### src/logic/ase_pkg.sv
// skip evaluation and rotate datapath: shared types and constants
// assumes one core clock; every client sits on that same clock
package ase_pkg;

	// ----------------------------------------------------------------
	// widths and register map
	// ----------------------------------------------------------------
	localparam int          ADDR_W       = 7;
	localparam int          AXI_AW       = 8;
	localparam logic [7:0]  FLAGS_OFF    = 8'h00;
	localparam logic [7:0]  INDEX_OFF    = 8'h04;
	localparam logic [7:0]  STATUS_OFF   = 8'h08;
	localparam logic [1:0]  RESP_OKAY    = 2'h0;
	localparam logic [1:0]  RESP_SLVERR  = 2'h2;

	// ----------------------------------------------------------------
	// bit positions in the flags and status words
	// ----------------------------------------------------------------
	localparam int          CARRY_BIT    = 0;
	localparam int          ZERO_BIT     = 1;
	localparam int          CMP_BIT      = 2;
	localparam int          BCD_BIT      = 3;
	localparam int          IXE_BIT      = 4;
	localparam int          BUSY_BIT     = 0;
	localparam int          SKIP_BIT     = 1;
	localparam int          TMPA_LSB     = 4;
	localparam int          TMPB_LSB     = 8;

	// ----------------------------------------------------------------
	// reset values
	// ----------------------------------------------------------------
	localparam logic [4:0]        FLAGS_RST = 5'h00;
	localparam logic [ADDR_W-1:0] INDEX_RST = 7'h00;

	typedef enum logic [2:0] {
		skip_if_all_set_op,
		skip_if_all_clear_op,
		skip_if_equal_op,
		skip_if_unequal_op,
		skip_if_not_below_op,
		skip_if_below_op,
		rotate_right_carry_op,
		add_with_carry_op
	} ase_op_t;

	typedef enum logic [2:0] {
		st_idle,
		st_wait_a,
		st_load_a,
		st_wait_b,
		st_load_b,
		st_exec
	} ase_state_t;

	// instruction from the sequencer
	typedef struct packed {
		ase_op_t             op;
		logic [ADDR_W-1:0]   mem_addr;
		logic [ADDR_W-1:0]   reg_addr;
		logic [3:0]          imm;
	} ase_req_t;

	// data memory / general register port
	typedef struct packed {
		logic                rd_en;
		logic                wr_en;
		logic [ADDR_W-1:0]   addr;
		logic [3:0]          wr_data;
	} ase_mem_t;

	typedef struct packed {
		ase_state_t          st;
		ase_req_t            req;
		logic [3:0]          tmp_a;
		logic [3:0]          tmp_b;
		logic [4:0]          flags;
		logic [ADDR_W-1:0]   index;
		ase_mem_t            mem;
		logic                req_ready;
		logic                done;
		logic                skip;
		logic                last_skip;
		logic                aw_got;
		logic                w_got;
		logic [AXI_AW-1:0]   awaddr;
		logic [31:0]         wdata;
		logic [3:0]          wstrb;
		logic                awready;
		logic                wready;
		logic                bvalid;
		logic [1:0]          bresp;
		logic                arready;
		logic                rvalid;
		logic [31:0]         rdata;
		logic [1:0]          rresp;
	} ase_regs_t;

endpackage : ase_pkg

### src/logic/ase_core.sv
// skip evaluation and rotate datapath of a 4-bit core alu
// assumes the sequencer, data memory and axi master run on mclk;
// memory read data is valid the cycle after rd_en is seen high
// one instruction in flight; the sequencer waits for done before the next
// mem_rd_data is used unregistered, so it must come from an mclk flop
//
// How it works
// - all-set test skips when every masked memory bit is one
// - all-clear test skips when every masked memory bit is zero
// - bit tests read data memory only; mask is the immediate
// - bit tests ignore decimal mode, keep carry and zero
// - either bit test clears the compare-only flag
// - index enable set: memory address is modified by index first
// - equal compare skips when memory equals immediate
// - unequal compare skips when memory differs from immediate
// - at-least compare skips when memory >= immediate
// - below compare skips when memory < immediate
// - compares take memory against immediate
// - compares ignore decimal and compare-only, keep carry and zero
// - rotate takes a general register and writes it back there
// - rotate ignores decimal and compare-only, keeps zero
// - rotate: carry to bit 3, bits shift down, bit 0 to carry
// - add with carry sums a register, a memory operand and carry, top bit to carry
// - a requested skip makes the next instruction a no-operation
// - operands are staged in temp a and temp b before the alu acts
`timescale 1ns/1ps
`default_nettype none

module ase_core
	import ase_pkg::*;
(
	// clock and reset
	input  wire logic                 mclk,
	input  wire logic                 rst,
	// sequencer
	input  wire logic                 req_valid,
	input  wire ase_req_t             req,
	output logic                      req_ready,
	output logic                      done,
	output logic                      skip,
	// data memory and general register
	output ase_mem_t                  mem,
	input  wire logic [3:0]           mem_rd_data,
	// axi4-lite slave
	input  wire logic [AXI_AW-1:0]    s_axi_awaddr,
	input  wire logic                 s_axi_awvalid,
	output logic                      s_axi_awready,
	input  wire logic [31:0]          s_axi_wdata,
	input  wire logic [3:0]           s_axi_wstrb,
	input  wire logic                 s_axi_wvalid,
	output logic                      s_axi_wready,
	output logic [1:0]                s_axi_bresp,
	output logic                      s_axi_bvalid,
	input  wire logic                 s_axi_bready,
	input  wire logic [AXI_AW-1:0]    s_axi_araddr,
	input  wire logic                 s_axi_arvalid,
	output logic                      s_axi_arready,
	output logic [31:0]               s_axi_rdata,
	output logic [1:0]                s_axi_rresp,
	output logic                      s_axi_rvalid,
	input  wire logic                 s_axi_rready
);

	// ----------------------------------------------------------------
	// helpers
	// ----------------------------------------------------------------
	// operand address of a memory access, index applied when enabled
	function automatic logic [ADDR_W-1:0] mem_operand(
		input logic [ADDR_W-1:0] base,
		input logic [ADDR_W-1:0] idx,
		input logic              index_enable_flag
	);
		// or-ing instead of adding keeps the address inside the 7-bit space
		mem_operand = index_enable_flag ? (base | idx) : base;
	endfunction : mem_operand

	// skip decision for every evaluation op; a = memory, b = immediate
	function automatic logic eval_skip(
		input ase_op_t    op,
		input logic [3:0] a,
		input logic [3:0] b
	);
		// a zero mask selects no bit, so either bit test then skips
		case (op)
			skip_if_all_set_op:   eval_skip = ((a & b) == b);
			skip_if_all_clear_op: eval_skip = ((a & b) == 4'h0);
			skip_if_equal_op:     eval_skip = (a == b);
			skip_if_unequal_op:   eval_skip = (a != b);
			skip_if_not_below_op: eval_skip = (a >= b);
			skip_if_below_op:     eval_skip = (a < b);
			default:              eval_skip = 1'b0;
		endcase
	endfunction : eval_skip

	// ----------------------------------------------------------------
	// state
	// ----------------------------------------------------------------
	ase_regs_t r;
	ase_regs_t next_r;

	logic [4:0]  sum;
	logic [3:0]  rot;

	always_comb begin
		next_r = r;
		sum    = {1'b0, r.tmp_a} + {1'b0, r.tmp_b} + {4'h0, r.flags[CARRY_BIT]};
		rot    = {r.flags[CARRY_BIT], r.tmp_a[3:1]};
		next_r.done       = 1'b0;
		next_r.skip       = 1'b0;
		next_r.mem.rd_en  = 1'b0;
		next_r.mem.wr_en  = 1'b0;

		// ------------------------------------------------------------
		// axi4-lite write: address and data taken in either order
		// ------------------------------------------------------------
		if (r.awready && s_axi_awvalid) begin
			next_r.aw_got = 1'b1;
			next_r.awaddr = s_axi_awaddr;
		end
		if (r.wready && s_axi_wvalid) begin
			next_r.w_got = 1'b1;
			next_r.wdata = s_axi_wdata;
			next_r.wstrb = s_axi_wstrb;
		end
		if (r.bvalid && s_axi_bready) begin
			next_r.bvalid = 1'b0;
		end
		// a pending response stalls both channels: one write in flight
		if (r.aw_got && r.w_got && !r.bvalid) begin
			next_r.aw_got = 1'b0;
			next_r.w_got  = 1'b0;
			next_r.bvalid = 1'b1;
			next_r.bresp  = RESP_OKAY;
			// only the low byte holds anything; upper lanes are ignored
			if (r.awaddr == FLAGS_OFF) begin
				if (r.wstrb[0]) begin
					next_r.flags = r.wdata[4:0];
				end
			end else if (r.awaddr == INDEX_OFF) begin
				if (r.wstrb[0]) begin
					next_r.index = r.wdata[ADDR_W-1:0];
				end
			end else if (r.awaddr == STATUS_OFF) begin
				next_r.bresp = RESP_OKAY;
			end else begin
				next_r.bresp = RESP_SLVERR;
			end
		end
		next_r.awready = !next_r.aw_got && !next_r.bvalid;
		next_r.wready  = !next_r.w_got && !next_r.bvalid;

		// ------------------------------------------------------------
		// axi4-lite read
		// ------------------------------------------------------------
		if (r.rvalid && s_axi_rready) begin
			next_r.rvalid = 1'b0;
		end
		// read data is a snapshot taken at the address handshake
		if (r.arready && s_axi_arvalid) begin
			next_r.rvalid = 1'b1;
			next_r.rresp  = RESP_OKAY;
			next_r.rdata  = 32'h0000_0000;
			if (s_axi_araddr == FLAGS_OFF) begin
				next_r.rdata[4:0] = r.flags;
			end else if (s_axi_araddr == INDEX_OFF) begin
				next_r.rdata[ADDR_W-1:0] = r.index;
			end else if (s_axi_araddr == STATUS_OFF) begin
				next_r.rdata[BUSY_BIT]              = (r.st != st_idle);
				next_r.rdata[SKIP_BIT]              = r.last_skip;
				next_r.rdata[TMPA_LSB +: 4]         = r.tmp_a;
				next_r.rdata[TMPB_LSB +: 4]         = r.tmp_b;
			end else begin
				next_r.rresp = RESP_SLVERR;
			end
		end
		next_r.arready = !next_r.rvalid;

		// ------------------------------------------------------------
		// operand staging and execution; runs after the bus so that a
		// flag update by an instruction wins over a software write
		// ------------------------------------------------------------
		case (r.st)
			st_idle: begin
				next_r.req_ready = 1'b1;
				if (r.req_ready && req_valid) begin
					next_r.req_ready = 1'b0;
					next_r.req       = req;
					next_r.mem.rd_en = 1'b1;
					next_r.st        = st_wait_a;
					// register operands share the port but are never indexed
					if (req.op == rotate_right_carry_op || req.op == add_with_carry_op) begin
						next_r.mem.addr = req.reg_addr;
					end else begin
						next_r.mem.addr = mem_operand(req.mem_addr, r.index, r.flags[IXE_BIT]);
					end
				end
			end
			st_wait_a: begin
				// memory answers one cycle after the strobe
				next_r.st = st_load_a;
			end
			st_load_a: begin
				next_r.tmp_a = mem_rd_data;
				if (r.req.op == add_with_carry_op) begin
					next_r.mem.rd_en = 1'b1;
					next_r.mem.addr  = mem_operand(r.req.mem_addr, r.index, r.flags[IXE_BIT]);
					next_r.st        = st_wait_b;
				end else begin
					next_r.tmp_b = r.req.imm;
					next_r.st    = st_exec;
				end
			end
			st_wait_b: begin
				// second operand read, same one-cycle memory latency
				next_r.st = st_load_b;
			end
			st_load_b: begin
				next_r.tmp_b = mem_rd_data;
				next_r.st    = st_exec;
			end
			st_exec: begin
				// done and skip are one-cycle pulses; the sequencer sees them the cycle after exec
				next_r.done      = 1'b1;
				next_r.st        = st_idle;
				next_r.req_ready = 1'b1;
				case (r.req.op)
					rotate_right_carry_op: begin
						// zero flag and decimal/compare-only untouched
						next_r.mem.wr_en            = 1'b1;
						next_r.mem.addr             = r.req.reg_addr;
						next_r.mem.wr_data          = rot;
						next_r.flags[CARRY_BIT]     = r.tmp_a[0];
						next_r.last_skip            = 1'b0;
					end
					add_with_carry_op: begin
						// r + r + carry is the left-rotate building block
						next_r.flags[CARRY_BIT] = sum[4];
						if (r.flags[CMP_BIT]) begin
							// compare-only: result dropped, zero only ever cleared
							next_r.flags[ZERO_BIT] = r.flags[ZERO_BIT] & (sum[3:0] == 4'h0);
						end else begin
							next_r.flags[ZERO_BIT] = (sum[3:0] == 4'h0);
							next_r.mem.wr_en       = 1'b1;
							next_r.mem.addr        = r.req.reg_addr;
							next_r.mem.wr_data     = sum[3:0];
						end
						next_r.last_skip = 1'b0;
					end
					skip_if_all_set_op, skip_if_all_clear_op: begin
						// carry, zero and decimal left alone
						next_r.flags[CMP_BIT] = 1'b0;
						next_r.skip           = eval_skip(r.req.op, r.tmp_a, r.tmp_b);
						next_r.last_skip      = eval_skip(r.req.op, r.tmp_a, r.tmp_b);
					end
					default: begin
						// flags untouched by compares
						next_r.skip      = eval_skip(r.req.op, r.tmp_a, r.tmp_b);
						next_r.last_skip = eval_skip(r.req.op, r.tmp_a, r.tmp_b);
					end
				endcase
			end
			default: begin
				next_r.st = st_idle;
			end
		endcase
	end

	// ----------------------------------------------------------------
	// state register
	// ----------------------------------------------------------------
	// reset drops a half-done instruction; no done is given for it
	always_ff @(posedge mclk or posedge rst) begin
		if (rst) begin
			r       <= '0;
			r.st    <= st_idle;
			r.flags <= FLAGS_RST;
			r.index <= INDEX_RST;
		end else begin
			r <= next_r;
		end
	end

	// ----------------------------------------------------------------
	// outputs, all straight from the state register
	// ----------------------------------------------------------------
	assign req_ready     = r.req_ready;
	assign done          = r.done;
	assign skip          = r.skip;
	// addr and wr_data hold between strobes; only the enables pulse
	assign mem           = r.mem;
	assign s_axi_awready = r.awready;
	assign s_axi_wready  = r.wready;
	assign s_axi_bresp   = r.bresp;
	assign s_axi_bvalid  = r.bvalid;
	assign s_axi_arready = r.arready;
	assign s_axi_rdata   = r.rdata;
	assign s_axi_rresp   = r.rresp;
	assign s_axi_rvalid  = r.rvalid;

endmodule : ase_core

`default_nettype wire

### config.mk
export PLATFORM = sky130hd
export DESIGN_NAME = ase_core
export DESIGN_NICKNAME = d
export VERILOG_FILES = /design/src/logic/ase_pkg.sv /design/src/logic/ase_core.sv
export SDC_FILE = /design/constraint.sdc
export NUM_CORES = 1
export LEC_CHECK = 0
export BUFFER_PORTS_ARGS = -buffer_cell sky130_fd_sc_hd__buf_4
export CAP_MARGIN = 10
export CORE_ASPECT_RATIO = 0.8
export CORE_MARGIN = 2
export CORE_UTILIZATION = 52
export CTS_CLUSTER_SIZE = 20
export DETAILED_ROUTE_END_ITERATION = 6
export PLACE_DENSITY = 0.89
export SYNTH_ARGS = -nofsm -noshare
export SYNTH_HDL_FRONTEND = slang
export SYNTH_SLANG_ARGS = --single-unit
### constraint.sdc
create_clock -name mclk -period 4.3 [get_ports mclk]
set_clock_uncertainty 0.15 [all_clocks]
set_input_delay 0.645 -clock mclk [delete_from_list [all_inputs] [get_ports mclk]]
set_output_delay 0.645 -clock mclk [all_outputs]
set_load 0.01 [all_outputs]
## Yosys cells after proc, flatten, opt, wreduce, memory -nomap -nowiden

Index checks and enable logic that the tools add are counted.

- Add/sub/neg operators: 2
- Order comparisons: 2
- Eq/ne operators: 27
- Mux-type cells: 54
- Bitwise gates (word level): 5
- Reductions and logical operators: 35

Operators by type and width:

| kind | count |
|---|---|
| $mux W7 | 9 |
| $mux W35 | 1 |
| $eq A3 B3 Y1 const B | 8 |
| $mux W24 | 1 |
| $pmux W12 S2 | 1 |
| $mux W3 | 7 |
| $pmux W7 S3 | 1 |
| $mux W2 | 10 |
| $eq A8 B3 Y1 const B | 2 |
| $eq A8 B4 Y1 const B | 2 |
| $logic_not A8 Y1 | 2 |
| $pmux W3 S5 | 1 |
| $or A7 B7 Y7 | 2 |
| $eq A3 B2 Y1 const B | 4 |
| $mux W1 | 12 |
| $mux W12 | 1 |
| $logic_and A1 B1 Y1 | 10 |
| $mux W10 | 1 |
| $mux W5 | 2 |
| $eq A4 B4 Y1 | 2 |
| $logic_not A4 Y1 | 2 |
| $mux W8 | 1 |
| $ne A2 B2 Y1 const B | 4 |
| $pmux W4 S2 | 1 |
| 24 further kinds | 38 |

- Flip-flop bits (word level): 100
- Input port bits: 85
- Output and inout port bits: 57
- Logic and storage cells: 156

## Logic depth before layout (Yosys ltp)

- Word-level depth: 7
- Gate-level depth with buffers: 8
- Depth with buffers taken out: 7

## Worst setup path after synthesis

Ideal clock, no wire load.

- Path type: register -> register
- Start: register r[111] (netlist name)
- End: register r[112] (netlist name)
- Setup time: 76 ps
- Data arrival time: 1895 ps
- Setup slack: 2178 ps
- Cell stages (with the launch flop): 7
- Period minus slack after synthesis: 2122 ps
- Cell sequence: dfrtp_1 fa_1 fa_1 xnor2_1 a2111oi_0 nand4_1 o21ai_1

RTL lines:

| what | RTL line | RTL |
|---|---|---|
| from (decl) | ase_core.sv:98 | `ase_regs_t r;` |
| from (signal assigned) | ase_core.sv:279 | `r <= next_r;` |

==> impl_metrics.csv <==
group,metric,value,unit
run_status,status,"complete, but fails checks",
run_status,violations,"design-rule violations",
setup_path,required,4.43,ns
layout,largest_reg_flops,63,
setup_path,critPathBufInv,0,
timing,rsz0062_at_grt,"false",
floorplan,die-area,0.0103,mm2
routing,post_drt_wl_per_cell,17.5,um
placement,gp_congestion,0.848,
clock_network,cts_made_buffers,9,
synthesis,synth.area.top_cells,"dfrtp_1 (49%), mux2_2 (12%), buf_4 (7.7%)",
grt,grt_pass1_vias,3593,
grt,grt_pass1_wl,17.9,mm
timing,final_max_slew_viol_count,0,
layout,final_cells,636,
routing,first_pass_iters,7,
floorplan,die_w,113,um
layout,final_cell_mix,"dfrtp_1 (98), buf_4 (94), mux2_2 (53), a21oi_1 (39), nor2_1 (38)",
clock_network,cts_sinks,98,
clock_network,cts_resized,0,
layout,num_antenna_cells,0,
routing,num_vias,3609,
power,finalPower,3.87,mW
setup_path,critPathCapture,"r[112]",
setup_path,start_kind,"flop",
timing,tightest_slew,0.755,ns
grt,grt_overflow_total,0,
setup_path,critPathTopFamily,"adder cells",
clock_network,cts_setup_buffers,0,
clock_network,cts_tree,"yes",
clock_network,clk_pin_slew_worst_paths,0.07,ns
synthesis,yosysTopAreaCell,"dfrtp_1",
timing,finalHoldViolCount,0,
routing,postRouteAntennaNets,0,
floorplan,io_pins,142,
synthesis,synth_top_area_share,49.4,%
routing,drc,7,
setup_path,r2r-start,"r[116]",
setup_path,critPathLaunch,"r[116]",
grt,grt_antenna_before_repair,0,
placement,dp_cells,621,
synthesis,async_flop_share,100,%
setup_path,slowest_delay,0.47,ns
layout,layout_commonest_cell,"dfrtp_1",
routing,via_per_inst,5.67,
synthesis,synth_cell_types,49,
power,p_leak,2.76,nW
floorplan,core,0.00915,mm2
timing,maxSlewHeadroom,49.7,%
synthesis,ys_ff_latch,98,
layout,drive_gt1_share,33.0,%
job,cap_violations,0,
synthesis,netlist_area,0.00496,mm2
timing,fin_tns_setup,0,ns
routing,wl,11.1,mm
synthesis,synth-warning-count,0,
layout,fin_nets,615,
layout,syn2layout_area_growth,16.3,%
power,max-vdd-ir-drop,0.462,mV
routing,drtIter0Drc,286,
timing,fin_crit_sh,56.6,%
setup_path,worstPathCellList,"fa_1 -> fa_1 -> xnor2_1 -> a2111oi_0 -> nand4_1 -> o21ai_1",
floorplan,die_height,91.4,um
hold_path,hold_path_class,"in2async",
floorplan,rows,31,
synthesis,yosysSeqAreaShare,49.4,%
synthesis,syn_inst,454,
placement,place_hpwl,8.14,mm
setup_path,reg2reg_slack,1.86,ns
setup_path,cp.depth,6,
setup_path,arrival,2.56,ns
synthesis,synth_top_flop_cell,"dfrtp_1",
layout,final_util,63.1,%
floorplan,initial_core_util,54.2,%
grt,grt_max_degree,44,
placement,io_buffers,91,
setup_path,crit_fanout,5,
clock_network,htree_levels,3,
timing,setup_viol,0,
clock_network,cts_max_path_buffers,2,
clock_network,cts-root-buf,"clkbuf_16",
power,p_per_area,671,mW/mm2
grt,grt_usage,22.3,%
synthesis,syn_avg_cell_area,10.9,um2
synthesis,synth_edf_count,0,
timing,max_freq,411,MHz
setup_path,r2r-end,"r[112]",
setup_path,rr_worst_depth,6,
clock_network,clkLatencyLatePin,0.35,ns
setup_path,critPathMostFrequentCell,"fa_1",
clock_network,holdBufCountCts,0,
setup_path,crit_slowest_cell,"dfrtp_1",
layout,top_register,"r",
setup_path,worstSetupEndpointType,"flop",
setup_path,path_class,"reg2reg",
timing,period_needed,2.44,ns
logic make-up (layout without fill, tap and decap cells):
kind of cell / count (synthesis) / after routing / share of synthesized area, %
and+or+nand+nor: 102 / 102 / 10.2
AOI/OAI and AO/OA: 98 / 98 / 12.7
DFF: 98 / 98 / 49.4
buffers and inverters: 79 / 125 / 10.1
muxes: 62 / 62 / 13.8
adders and majority gates: 13 / 13 / 3.58
other: 1 / 22 / 0.0756
xor gates and xnor gates: 1 / 1 / 0.176
through the flow:
| stage | hold slack [ns] | setup slack, ns | instance area, um2 |
|---|---|---|---|
| floorplan | 0.277 | 0.943 | 5040 |
| global placement | 0.291 | 2.04 | 5450 |
| detailed placement | 0.316 | 1.94 | 5450 |
| CTS | 0.150 | 1.87 | 5770 |
| global route | 0.167 | 1.70 | 5770 |
| finish | 0.134 | 1.86 | 5770 |
layout make-up:
| cell class | instances | area [um2] |
|---|---|---|
| Fill cell | 748 | 3380 |
| Sequential cell | 98 | 2450 |
| Multi-Input combinational cell | 298 | 2090 |
| Timing Repair Buffer | 94 | 706 |
| Clock buffer | 13 | 260 |
| Tap cell | 115 | 144 |
| Inverter | 16 | 61.3 |
| Clock inverter | 2 | 60.1 |
how the worst min path moves through the flow:
stage          startpoint      endpoint  slack, ns
2_1_floorplan       r[85]  s_axi_wready       0.28
3_3_place_gp        r[85]  s_axi_wready       0.29
3_5_place_dp        r[85]  s_axi_wready       0.32
4_1_cts               rst        r[111]       0.15
5_1_grt               rst         r[78]       0.17
6_report              rst         r[78]       0.13
layer usage:
layer  wire length [um]  vias up  global-route usage (%)
met3                902       19                    6.14
li1                   -     1658                       -
met1               4690     1776                    29.6
met4                202        0                    7.42
met2               5350      156                    35.5
met5                  0        -                       0
worst reg2reg max path, stage by stage (launching register included):
cell	delay [ns]
dfrtp_1	0.47
fa_1	0.46
fa_1	0.41
xnor2_1	0.17
a2111oi_0	0.46
nand4_1	0.13
o21ai_1	0.12
synth_stat cells (6+ instances only):
| cell type | instances |
|---|---|
| o21ai_0 | 14 |
| nor2_1 | 38 |
| a31oi_1 | 6 |
| a221o_1 | 8 |
| a21oi_1 | 39 |
| dfrtp_1 | 98 |
| nor2b_1 | 9 |
| buf_4 | 51 |
| ha_1 | 11 |
| mux2_2 | 53 |
| inv_1 | 15 |
| mux2i_1 | 9 |
| nand2_1 | 29 |
| clkbuf_1 | 7 |
where the power goes:
| part | leakage [nW] | internal (mW) | switching (mW) |
|---|---|---|---|
| clock | 0.156 | 0.539 | 0.330 |
| sequential | 1.22 | 1.27 | 0.331 |
| combinational | 1.39 | 0.701 | 0.700 |
| total | 2.76 | 2.51 | 1.36 |
(Power assumes the default switching activity.)
